### src/core/tdm_timing_map.svh
// register offsets, field positions, reset values and counts of the tdm group timing block
// Summary of operation
// RULE1 - first input stream runs at every group rate
// RULE2 - second input stream ignored at 65.536 Mbps
// RULE3 - third, fourth inputs only at 8/16 Mbps
// RULE4 - first output stream at every output rate
// RULE5 - second output stream unused at 65.536 Mbps
// RULE6 - third, fourth outputs only at 8/16 Mbps
// RULE7 - unused output streams are held tristated
// RULE8 - per-group input and output data inversion
// RULE9 - timing source always supplies master clock
// RULE10 - master frequency taken from select pins
// RULE11 - select codes 00/01/10/11 = 8/16/32/65 MHz
// RULE12 - programmable active edge per input clock
// RULE13 - source supplies 8 kHz master frame pulse
// RULE14 - programmable frame pulse active level
// RULE15 - optional clock frequencies detected automatically
// RULE16 - each optional clock has own frame pulse
// RULE17 - group settings take effect at frame boundary
`ifndef TDM_TIMING_MAP_SVH
`define TDM_TIMING_MAP_SVH

// ----------------------------------------------------------------
// register map
// ----------------------------------------------------------------
`define OFF_CLK_CTRL   12'h000
`define OFF_STATUS     12'h004
`define OFF_GRP_BASE   12'h100

// ----------------------------------------------------------------
// clock control fields: per source i, edge at 2i, level at 2i+1
// ----------------------------------------------------------------
`define CC_EDGE_FALL   0
`define CC_FP_LOW      1
`define CC_RESET       6'h00

// ----------------------------------------------------------------
// group control fields
// ----------------------------------------------------------------
`define GC_IN_RATE_LO  0
`define GC_IN_INV      2
`define GC_OUT_RATE_LO 4
`define GC_OUT_INV     6
`define GC_RESET       7'h00

// ----------------------------------------------------------------
// status fields
// ----------------------------------------------------------------
`define ST_SEL_LO      0
`define ST_DET1_LO     2
`define ST_DET2_LO     4
`define ST_DET_OK_LO   6

// ----------------------------------------------------------------
// detector: clock edges per 8 kHz frame, 1024 at 8.192 MHz
// ----------------------------------------------------------------
`define DET_T16        14'd1536
`define DET_T32        14'd3072
`define DET_T65        14'd6144

`endif

### src/core/tdm_timing_pkg.sv
// types shared by the tdm group timing block
package tdm_timing_pkg;

    // rate code, shared by group rates and the frequency select pins
    typedef enum logic [1:0] {
        RATE_8  = 2'b00,
        RATE_16 = 2'b01,
        RATE_32 = 2'b10,
        RATE_65 = 2'b11
    } rate_e;

    // optional clock detector states
    typedef enum logic [1:0] {
        DET_WAIT  = 2'b01,
        DET_COUNT = 2'b10
    } det_e;

    // one group's settings
    typedef struct packed {
        logic  out_inv;
        rate_e out_rate;
        logic  in_inv;
        rate_e in_rate;
    } grp_cfg_s;

    // apb request
    typedef struct packed {
        logic        sel;
        logic        enable;
        logic        write;
        logic [11:0] addr;
        logic [31:0] wdata;
    } apb_req_s;

endpackage

### src/core/tdm_stream_group_timing.sv
// tdm stream group timing: rate and inversion per group of four, shared master framing and optional clock detection
`timescale 1ns/1ps
`include "tdm_timing_map.svh"

module tdm_stream_group_timing
    import tdm_timing_pkg::*;
#(
    parameter int NG = 32
) (
    // clock, reset, enable
    input  wire logic              CLK,
    input  wire logic              RST,
    input  wire logic              CE,
    // apb slave
    input  wire logic              PSEL,
    input  wire logic              PENABLE,
    input  wire logic              PWRITE,
    input  wire logic [11:0]       PADDR,
    input  wire logic [31:0]       PWDATA,
    output logic      [31:0]       PRDATA,
    output logic                   PREADY,
    output logic                   PSLVERR,
    // timing pins
    input  wire logic              MASTER_BIT_CLOCK_IN,
    input  wire logic              MASTER_FRAME_PULSE_IN,
    input  wire logic [1:0]        OPTIONAL_BIT_CLOCKS_IN,
    input  wire logic [1:0]        OPTIONAL_FRAME_PULSES_IN,
    input  wire logic [1:0]        MASTER_FREQ_SELECT,
    // serial input pins
    input  wire logic [NG-1:0]     SERIAL_IN_FIRST_STREAMS,
    input  wire logic [NG-1:0]     SERIAL_IN_SECOND_STREAMS,
    input  wire logic [NG-1:0]     SERIAL_IN_THIRD_STREAMS,
    input  wire logic [NG-1:0]     SERIAL_IN_FOURTH_STREAMS,
    // serial output pins, enable low while driven
    output logic      [NG-1:0]     SERIAL_OUT_FIRST_STREAMS,
    output logic      [NG-1:0]     SERIAL_OUT_SECOND_STREAMS,
    output logic      [NG-1:0]     SERIAL_OUT_THIRD_STREAMS,
    output logic      [NG-1:0]     SERIAL_OUT_FOURTH_STREAMS,
    output logic      [NG-1:0][3:0] SERIAL_OUT_OE_N,
    // received bits towards the switch core, stream index 0..3 = first..fourth
    output logic      [NG-1:0][3:0] RX_DATA,
    output logic      [NG-1:0][3:0] RX_VALID,
    // bits to transmit, taken at each output bit boundary
    input  wire logic [NG-1:0][3:0] TX_DATA,
    output logic      [NG-1:0][3:0] TX_TAKEN,
    // current frame position in master clock edges
    output logic      [15:0]       FRAME_EDGE_COUNT,
    output logic                   FRAME_START
);

    // ----------------------------------------------------------------
    // state
    // ----------------------------------------------------------------
    typedef struct packed {
        logic [NG-1:0][3:0]    in_s1;
        logic [NG-1:0][3:0]    in_s2;
        logic [2:0]            ck_s1;
        logic [2:0]            ck_s2;
        logic [2:0]            ck_d;
        logic [2:0]            fp_s1;
        logic [2:0]            fp_s2;
        logic [1:0]            sel_s1;
        logic [1:0]            sel_s2;
        logic [5:0]            clk_ctrl;
        grp_cfg_s [NG-1:0]     cfg_pend;
        grp_cfg_s [NG-1:0]     cfg_act;
        logic [15:0]           edge_cnt;
        logic                  frame;
        logic [NG-1:0][3:0]    rx_data;
        logic [NG-1:0][3:0]    rx_valid;
        logic [NG-1:0][3:0]    tx_bit;
        logic [NG-1:0][3:0]    tx_taken;
        logic [31:0]           prdata;
        det_e [1:0]            det_st;
        logic [1:0][13:0]      det_cnt;
        logic [1:0][1:0]       det_rate;
        logic [1:0]            det_ok;
    } state_s;

    state_s   st_reg;
    state_s   st_next;
    apb_req_s req;
    logic     grp_hit;
    logic     any_hit;
    logic [9:0] gidx;

    // ----------------------------------------------------------------
    // helpers
    // ----------------------------------------------------------------
    // stream k of a group is in use at rate r
    function automatic logic stream_used(rate_e r, int k);
        if (k == 0) begin
            return 1'b1;
        end else if (k == 1) begin
            return r != RATE_65;
        end else begin
            return (r == RATE_8) || (r == RATE_16);
        end
    endfunction

    // active edge found from the synced level and the previous one
    function automatic logic act_edge(logic cur, logic prev, logic fall);
        return (cur != prev) && (cur == ~fall);
    endfunction

    // edges per data bit minus one; a rate above the clock samples every edge
    function automatic logic [2:0] bit_mask(logic [1:0] sel, rate_e r);
        logic [1:0] d;
        d = (sel > r) ? 2'(sel - r) : 2'd0;
        case (d)
            2'd0: bit_mask = 3'h0;
            2'd1: bit_mask = 3'h1;
            2'd2: bit_mask = 3'h3;
            default: bit_mask = 3'h7;
        endcase
    endfunction

    // frame length in edges to rate code
    function automatic logic [1:0] classify(logic [13:0] n);
        if (n >= `DET_T65) begin
            return 2'(RATE_65);
        end else if (n >= `DET_T32) begin
            return 2'(RATE_32);
        end else if (n >= `DET_T16) begin
            return 2'(RATE_16);
        end else begin
            return 2'(RATE_8);
        end
    endfunction

    // ----------------------------------------------------------------
    // apb decode, zero wait states
    // ----------------------------------------------------------------
    assign req  = '{sel: PSEL, enable: PENABLE, write: PWRITE, addr: PADDR, wdata: PWDATA};
    assign gidx = PADDR[11:2] - 10'(`OFF_GRP_BASE >> 2);

    always_comb begin
        grp_hit = (PADDR >= `OFF_GRP_BASE) && (gidx < 10'(NG)) && (PADDR[1:0] == 2'b00);
        if (PADDR == `OFF_CLK_CTRL) begin
            any_hit = 1'b1;
        end else if (PADDR == `OFF_STATUS) begin
            any_hit = 1'b1;
        end else begin
            any_hit = grp_hit;
        end
    end

    assign PREADY  = 1'b1;
    assign PSLVERR = req.sel && req.enable && !any_hit; // unmapped: error, reads zero

    // ----------------------------------------------------------------
    // next state
    // ----------------------------------------------------------------
    always_comb begin
        logic [2:0] act;
        logic [2:0] fpa;
        logic [15:0] cnt_n;
        logic [1:0]  sel;
        logic [3:0]  in_v;
        grp_cfg_s    c;
        st_next = st_reg;
        act     = '0;
        fpa     = '0;
        in_v    = '0;
        c       = '0;

        // two-flop synchronisers on every timing and serial input pin
        for (int g = 0; g < NG; g++) begin
            st_next.in_s1[g] = {SERIAL_IN_FOURTH_STREAMS[g], SERIAL_IN_THIRD_STREAMS[g],
                                SERIAL_IN_SECOND_STREAMS[g], SERIAL_IN_FIRST_STREAMS[g]};
        end
        st_next.in_s2  = st_reg.in_s1;
        st_next.ck_s1  = {OPTIONAL_BIT_CLOCKS_IN, MASTER_BIT_CLOCK_IN};
        st_next.ck_s2  = st_reg.ck_s1;
        st_next.ck_d   = st_reg.ck_s2;
        st_next.fp_s1  = {OPTIONAL_FRAME_PULSES_IN, MASTER_FRAME_PULSE_IN};
        st_next.fp_s2  = st_reg.fp_s1;
        st_next.sel_s1 = MASTER_FREQ_SELECT;
        st_next.sel_s2 = st_reg.sel_s1;
        sel            = st_reg.sel_s2; // RULE10 RULE11

        // edge and level per source, all from the second flop onward
        for (int i = 0; i < 3; i++) begin
            act[i] = act_edge(st_reg.ck_s2[i], st_reg.ck_d[i], st_reg.clk_ctrl[2*i+`CC_EDGE_FALL]); // RULE12
            fpa[i] = st_reg.fp_s2[i] ^ st_reg.clk_ctrl[2*i+`CC_FP_LOW]; // RULE14
        end

        // master framing: a frame pulse seen at an active edge restarts the count
        st_next.frame    = 1'b0;
        st_next.rx_valid = '0;
        st_next.tx_taken = '0;
        cnt_n            = st_reg.edge_cnt;
        if (act[0]) begin
            if (fpa[0]) begin
                cnt_n            = 16'h0000;
                st_next.frame    = 1'b1;
                st_next.cfg_act  = st_reg.cfg_pend; // RULE17
            end else begin
                cnt_n = st_reg.edge_cnt + 16'h0001;
            end
            st_next.edge_cnt = cnt_n;
        end

        // per group bit boundaries; new settings are seen from the frame edge on
        for (int g = 0; g < NG; g++) begin
            c = st_next.cfg_act[g];
            if (act[0] && ((cnt_n[2:0] & bit_mask(sel, c.in_rate)) == 3'h0)) begin
                in_v = st_reg.in_s2[g] ^ {4{c.in_inv}}; // RULE8
                for (int k = 0; k < 4; k++) begin
                    if (stream_used(c.in_rate, k)) begin // RULE1 RULE2 RULE3
                        st_next.rx_data[g][k]  = in_v[k];
                        st_next.rx_valid[g][k] = 1'b1;
                    end else begin
                        st_next.rx_data[g][k]  = 1'b0;
                    end
                end
            end
            if (act[0] && ((cnt_n[2:0] & bit_mask(sel, c.out_rate)) == 3'h0)) begin
                for (int k = 0; k < 4; k++) begin
                    if (stream_used(c.out_rate, k)) begin // RULE4 RULE5 RULE6
                        st_next.tx_bit[g][k]   = TX_DATA[g][k] ^ c.out_inv; // RULE8
                        st_next.tx_taken[g][k] = 1'b1;
                    end else begin
                        st_next.tx_bit[g][k]   = 1'b0;
                    end
                end
            end
        end

        // optional clocks: count active edges between their own frame pulses
        for (int i = 0; i < 2; i++) begin
            if (act[i+1]) begin
                if (fpa[i+1]) begin // RULE16
                    if (st_reg.det_st[i] == DET_COUNT) begin
                        st_next.det_rate[i] = classify(st_reg.det_cnt[i]); // RULE15
                        st_next.det_ok[i]   = 1'b1;
                    end
                    st_next.det_cnt[i] = 14'h0001;
                    st_next.det_st[i]  = DET_COUNT;
                end else begin
                    case (st_reg.det_st[i])
                        DET_COUNT: begin
                            if (st_reg.det_cnt[i] != 14'h3fff) begin
                                st_next.det_cnt[i] = st_reg.det_cnt[i] + 14'h0001;
                            end else begin
                                st_next.det_ok[i] = 1'b0; // no pulse: lost frame
                                st_next.det_st[i] = DET_WAIT;
                            end
                        end
                        default: st_next.det_st[i] = DET_WAIT;
                    endcase
                end
            end
        end

        // apb: read data captured in setup, writes on the access edge
        if (req.sel && !req.enable) begin
            st_next.prdata = 32'h0000_0000;
            if (req.addr == `OFF_CLK_CTRL) begin
                st_next.prdata[5:0] = st_reg.clk_ctrl;
            end else if (req.addr == `OFF_STATUS) begin
                st_next.prdata[`ST_SEL_LO+:2]    = st_reg.sel_s2;
                st_next.prdata[`ST_DET1_LO+:2]   = st_reg.det_rate[0];
                st_next.prdata[`ST_DET2_LO+:2]   = st_reg.det_rate[1];
                st_next.prdata[`ST_DET_OK_LO+:2] = st_reg.det_ok;
            end else if (grp_hit) begin
                // fields sit at their register positions; bit 3 reads zero
                st_next.prdata[`GC_IN_RATE_LO+:2]  = st_reg.cfg_pend[gidx[4:0]].in_rate;
                st_next.prdata[`GC_IN_INV]         = st_reg.cfg_pend[gidx[4:0]].in_inv;
                st_next.prdata[`GC_OUT_RATE_LO+:2] = st_reg.cfg_pend[gidx[4:0]].out_rate;
                st_next.prdata[`GC_OUT_INV]        = st_reg.cfg_pend[gidx[4:0]].out_inv;
            end
        end
        if (req.sel && req.enable && req.write) begin
            if (req.addr == `OFF_CLK_CTRL) begin
                st_next.clk_ctrl = req.wdata[5:0];
            end else if (grp_hit) begin
                st_next.cfg_pend[gidx[4:0]].in_rate  = rate_e'(req.wdata[`GC_IN_RATE_LO+:2]);
                st_next.cfg_pend[gidx[4:0]].in_inv   = req.wdata[`GC_IN_INV];
                st_next.cfg_pend[gidx[4:0]].out_rate = rate_e'(req.wdata[`GC_OUT_RATE_LO+:2]);
                st_next.cfg_pend[gidx[4:0]].out_inv  = req.wdata[`GC_OUT_INV];
            end
        end
    end

    // ----------------------------------------------------------------
    // state register; ce low freezes everything
    // ----------------------------------------------------------------
    always_ff @(posedge CLK or posedge RST) begin
        if (RST) begin
            st_reg        <= '0;
            st_reg.det_st <= '{DET_WAIT, DET_WAIT};
        end else if (CE) begin
            st_reg <= st_next;
        end
    end

    // ----------------------------------------------------------------
    // outputs
    // ----------------------------------------------------------------
    // output enables follow the active rate; unused streams never drive
    always_comb begin
        for (int g = 0; g < NG; g++) begin
            for (int k = 0; k < 4; k++) begin
                SERIAL_OUT_OE_N[g][k] = !stream_used(st_reg.cfg_act[g].out_rate, k); // RULE7
            end
            SERIAL_OUT_FIRST_STREAMS[g]  = st_reg.tx_bit[g][0];
            SERIAL_OUT_SECOND_STREAMS[g] = st_reg.tx_bit[g][1];
            SERIAL_OUT_THIRD_STREAMS[g]  = st_reg.tx_bit[g][2];
            SERIAL_OUT_FOURTH_STREAMS[g] = st_reg.tx_bit[g][3];
        end
    end

    assign PRDATA           = st_reg.prdata;
    assign RX_DATA          = st_reg.rx_data;
    assign RX_VALID         = st_reg.rx_valid;
    assign TX_TAKEN         = st_reg.tx_taken;
    assign FRAME_EDGE_COUNT = st_reg.edge_cnt;
    assign FRAME_START      = st_reg.frame;

endmodule // tdm_stream_group_timing

### config.mk
export PLATFORM = sky130hd
export DESIGN_NAME = tdm_stream_group_timing
export DESIGN_NICKNAME = d
export VERILOG_FILES = /design/src/core/tdm_timing_pkg.sv /design/src/core/tdm_stream_group_timing.sv
export VERILOG_INCLUDE_DIRS = /design/src /design/src/core
export SDC_FILE = /design/constraint.sdc
export NUM_CORES = 2
export LEC_CHECK = 0
export BUFFER_PORTS_ARGS = -buffer_cell sky130_fd_sc_hd__buf_2
export CORE_MARGIN = 2
export CORE_UTILIZATION = 45
export DETAILED_ROUTE_END_ITERATION = 16
export HOLD_SLACK_MARGIN = 0.12
export PLACE_DENSITY_LB_ADDON = 0.05
export SETUP_SLACK_MARGIN = 0.4
export SLEW_MARGIN = 25
export SYNTH_ARGS = -nofsm -noshare
export SYNTH_HDL_FRONTEND = slang
export SYNTH_SLANG_ARGS = --single-unit
### constraint.sdc
create_clock -name CLK -period 52.6 [get_ports CLK]
set_input_delay 5.26 -clock CLK [delete_from_list [all_inputs] [get_ports CLK]]
set_output_delay 5.26 -clock CLK [all_outputs]
set_load 0.1 [all_outputs]
Word level (Yosys, flattened, before mapping)
Cells that the tools add are included.

Flip-flop bits (word level): 1240. Input port bits: 314. Output and inout bits: 691. Logic and storage cells: 2604.

Add/sub/neg operators: 68. $lt $le $gt $ge: 74. Equal/unequal tests: 335. Muxes and demuxes: 887. Bitwise gates (word level): 231. Reduce and logical (&&, ||, !) cells: 542.

Operator list (number): 192-bit bitwise mux (4); 1-bit 2-to-1 mux (655); 3-bit one-hot mux with 3 select lines (64); 2-bit zero test (161); 2-bit by 1-bit == test with 1-bit output (second input constant) (160); 4-bit 2-to-1 mux (64); 209-bit 2-to-1 mux (1); 2-bit != test (second input constant) (98); 3-bit bitwise AND (64); 3-bit zero test (64); 192-bit 2-to-1 mux (1); 2-bit 2-to-1 mux (76); 2-bit == test (second input constant) (66); 2-bit AND reduction (66); 1-bit XOR (131); 2-bit > comparator (64); 2-bit subtractor (64); 4-bit XOR (32); 6-bit demux with 5-bit select (4); 1-bit logical OR (96); 14-bit 2-to-1 mux (6); 1-bit logical AND (74); 1-bit zero test (66); 6-bit binary-select mux with 5-bit select (1); 24 further kinds (55).

Depth between registers and ports, before layout
Word-level depth: 14. Mapped depth: 19. Mapped depth without buffers: 12.

Least setup slack after synthesis
No wires, ideal clock.

Path type: input port to output port. Start point: input port PADDR[3]. End point: output port PSLVERR. Arrival time: 7602 ps. Required time: 47340 ps. Slack: 39738 ps. Stages on the path: 6. Path buffers: 4. Cell sequence: buf_2 -> clkbuf_1 -> buf_2 -> buf_2 -> nor2_1 -> nor2_1.

Longest elaborated chain between the ends: 8. Elaborated cells between the ends (all ways): 11. Those cells by class: add/sub: 1; order compare: 2; eq/ne: 1; mux: 2; reduce/logical: 5.

Ends and longest elaborated chain: start: declaration (RTL line tdm_stream_group_timing.sv:18) `input wire logic [11:0] PADDR,`; 10-bit by 7-bit subtractor with 10-bit output (RTL line tdm_stream_group_timing.sv:135) `` assign gidx = PADDR[11:2] - 10'(`OFF_GRP_BASE >> 2); ``; 10-bit by 6-bit less-than comparator with 1-bit output (RTL line tdm_stream_group_timing.sv:138) `` grp_hit = (PADDR >= `OFF_GRP_BASE) && (gidx < 10'(NG)) && (PADDR[1:0] == 2'b00); ``; 1-bit logical AND (2 in a row) (RTL line tdm_stream_group_timing.sv:138); 1-bit 2-to-1 mux (RTL line tdm_stream_group_timing.sv:141) `` end else if (PADDR == `OFF_STATUS) begin ``; 1-bit 2-to-1 mux (*) (RTL line tdm_stream_group_timing.sv:139) `` if (PADDR == `OFF_CLK_CTRL) begin ``; 1-bit zero test (*) (RTL line tdm_stream_group_timing.sv:149) `assign PSLVERR = req.sel && req.enable && !any_hit;`; 1-bit logical AND (*) (RTL line tdm_stream_group_timing.sv:149); end: declaration (RTL line tdm_stream_group_timing.sv:22) `output logic PSLVERR,`.

Every way passes the cells marked *; elsewhere a longest branch is shown, timed or not.

Worst setup path in the final report
Start point: input port PADDR[4]. End point: output port PSLVERR.

Same word-level chain as after synthesis.

==> run metrics <==
status=completed; FFs w/ async S/R, synth=100.0%; post-synthesis compound-gate area fraction=10.46%; Final Hold Viols=0; Post-Synthesis Cells=6362; Setup Crit Path Kind=input pin to output pin; Max Cap Viol=0; Synth Flop Type=dfrtp_1; Worst slew margin=around a fifth; Crit path largest cell delay=620 ps; hpwl dp=148000 µm; first-pass GRT wire length=about 310000 µm; post-route minimum period=12810 ps; routed wire length=approximately 210000 µm; adder-cell share of the synthesized area=roughly 4.5%; Hold Buf Count CTS=0; mux cell area share after synthesis=14.59%; post-route ant nets=0; top-count cell post-synth=dfrtp_1; Total GRT Usage=27.58%; TritonCTS clock tree=yes; utilization after layout=between 40% and 50%; power density over cell area=58.62 nW/µm²; gr ovfl total=0; crit path DAT=7550 ps; Final #Nets=7096; fmax=78.04 MHz; Tightest Pin Transition=1176 ps; slowest CP cell=nor3_1; area of the mapped netlist=around 66000 µm²; htree depth=4; Layout area overhead=9.792%; proportion of layout cells with a drive suffix above 1=30.22%; unrepaired setup endpoints after global routing=no; number of port buffers=~900; routed vias/inst=5.474; number of synthesized flops with an enable pin=0; die outline width=386.7 µm; critical path fanouts, max=23; Clock Path Buffers=3; initial antenna violation count=32; Hold Path Class=register to register; Die Ht=386.7 µm; Synth Register Bits=1176; fillers=13640; Vias=47180; max reg flops=564; CP Data Required Time=47340 ps; largest family of logic cells by synthesized area=multiplexers; CP startpoint kind=input pin; Post-Synth XOR/XNOR Area=3.878%; initial DRC count=3137; Pins Over Slew Limit=0; setup tns final=0 ps; Syn Area/Cell=between 10 and 15 µm²; Peak VDD IR=60.40 µV; worst skew pair latency=770 ps; final period utilization=24.36%; cell leakage power=~34 nW; critical path cell sequence=buf_2 -> nor3_1 -> nand4b_1 -> nor2_1 -> buf_4 -> nor2_1 -> buf_2; Core ar.=about 150000 µm²; total CTS buffers=141; crit end category=output pin; synth warn=0; vias in the first global route=45980; # DRC=0; # rows=140; post-cts sizing count=0; die area=149600 µm²; final setup violation count=0; sequential share of the synthesized area=44.64%; post-CTS setup buffers=0; root buffer cell=clkbuf_16; Top Ports=1005; synth top area cells=dfrtp_1 45%, mux2_2 12%, buf_4 7.3%, nand2_1 4.1%, xnor2_1 3.1%; Synth Area in Simple Gates=10.90%; clock transition at the registers of the reported paths=50 ps; Final Wtd Congestion=0.8549; clk_skew=25.72 ps; leading cell types by count after synthesis=1174 x dfrtp_1, 723 x nand2_1, 689 x mux2_2; post-synth top area share=44.57%; First-pass DRT Iterations=7; largest net degree at the start of global routing=171; Synth area leader=dfrtp_1; clock sink total=1176; Distinct cells, synth=approximately 80; starting density of the core=45.29%; WL per Instance=roughly 24 µm
==> critical path: cells and delay by family <==
family,cells,cell delay [ps]
and+or+nand+nor,4,1410
buffers and inverters,3,850
==> layout make-up <==
| class | count | area [µm²] | share of cell area [%] |
|---|---|---|---|
| multi-input combinational | 3978 | 29490 | 40.74 |
| clock inverter | 35 | 456.7 | 0.6310 |
| sequential | 1176 | 29430 | 40.67 |
| tap | 1917 | 2399 | 3.314 |
| clock buffer | 215 | 4190 | 5.790 |
| antenna | 10 | 25.02 | 0.03457 |
| inverter | 312 | 1184 | 1.635 |
| timing repair buffer | 976 | 5202 | 7.188 |
==> layer usage <==
| metal | global-route usage (%) | routed length, µm | up-vias |
|---|---|---|---|
| li1 | - | - | 21570 |
| met1 | 36.87 | 91190 | 23920 |
| met2 | 44.58 | 98550 | 1368 |
| met3 | 6.371 | 13660 | 298 |
| met4 | 8.257 | 5779 | 30 |
| met5 | 0 | 175 | - |
==> power by group <==
group	switching [mW]	internal [mW]
Clock	0.398	0.592
Sequential	0.137	1.09
Combinational	1.67	0.357
==> cell families (layout without fill, tap and decap cells) <==
logic type | count (synthesis) | after routing
AND/OR/NAND/NOR | 1505 | 1505
other | 2 | 67
AO/OA/AOI/OAI | 1112 | 1112
adder cells (fa/ha/maj) | 197 | 197
buffers and inverters | 1263 | 1538
flip-flops | 1176 | 1176
multiplexers | 816 | 816
XOR/XNOR | 291 | 291
==> cell usage in the layout (no fill, tap or decap), types with 50 or more instances in the layout <==
master / Yosys / layout
dfrtp_1: 1174 / 1173
buf_2: 80 / 919
nand2_1: 723 / 722
mux2_2: 689 / 689
a21oi_1: 376 / 376
nor2_1: 337 / 334
o21ai_0: 314 / 314
inv_1: 311 / 309
xnor2_1: 235 / 235
clkbuf_16: 0 / 144
nor3_1: 140 / 140
ha_1: 133 / 133
nand2b_1: 99 / 99
mux2i_1: 71 / 71
o31ai_1: 66 / 66
o2bb2ai_1: 64 / 64
fa_1: 64 / 64
o32ai_1: 62 / 62
a221oi_1: 62 / 62
conb_1: 2 / 57
xor2_1: 55 / 55
nor3_4: 50 / 50
==> worst paths after layout <==
kind / slack, ps / start / end / cells after the start
max: 39790 / PADDR[4] / PSLVERR / 7
min: 480 / st_reg[2] / st_reg[2] / 2
max reg2reg: 46920 / st_reg[984] / SERIAL_OUT_FIRST_STREAMS[30] / 12
min reg2reg: 480 / st_reg[2] / st_reg[2] / 2
max in group asynchronous: 44190 / RST / RX_VALID[116] / 6
min in group asynchronous: 4590 / RST / st_next[1040] / 2
==> per-stage QoR <==
step	setup slack (ps)	std cells	hold WS, ps	cell area (µm²)	total power [mW]
3_5_place_dp	39840	8358	466.9	67670	3.278
4_1_cts	39830	8608	479.0	72320	4.282
3_3_place_gp	39840	8356	457.1	67610	3.262
2_1_floorplan	14220	6417	444.7	66130	3.142
5_1_grt	39740	8616	497.2	72370	4.401
6_report	39790	8619	477.2	72380	4.243
No activity file was read; power rests on OpenSTA's default activity.
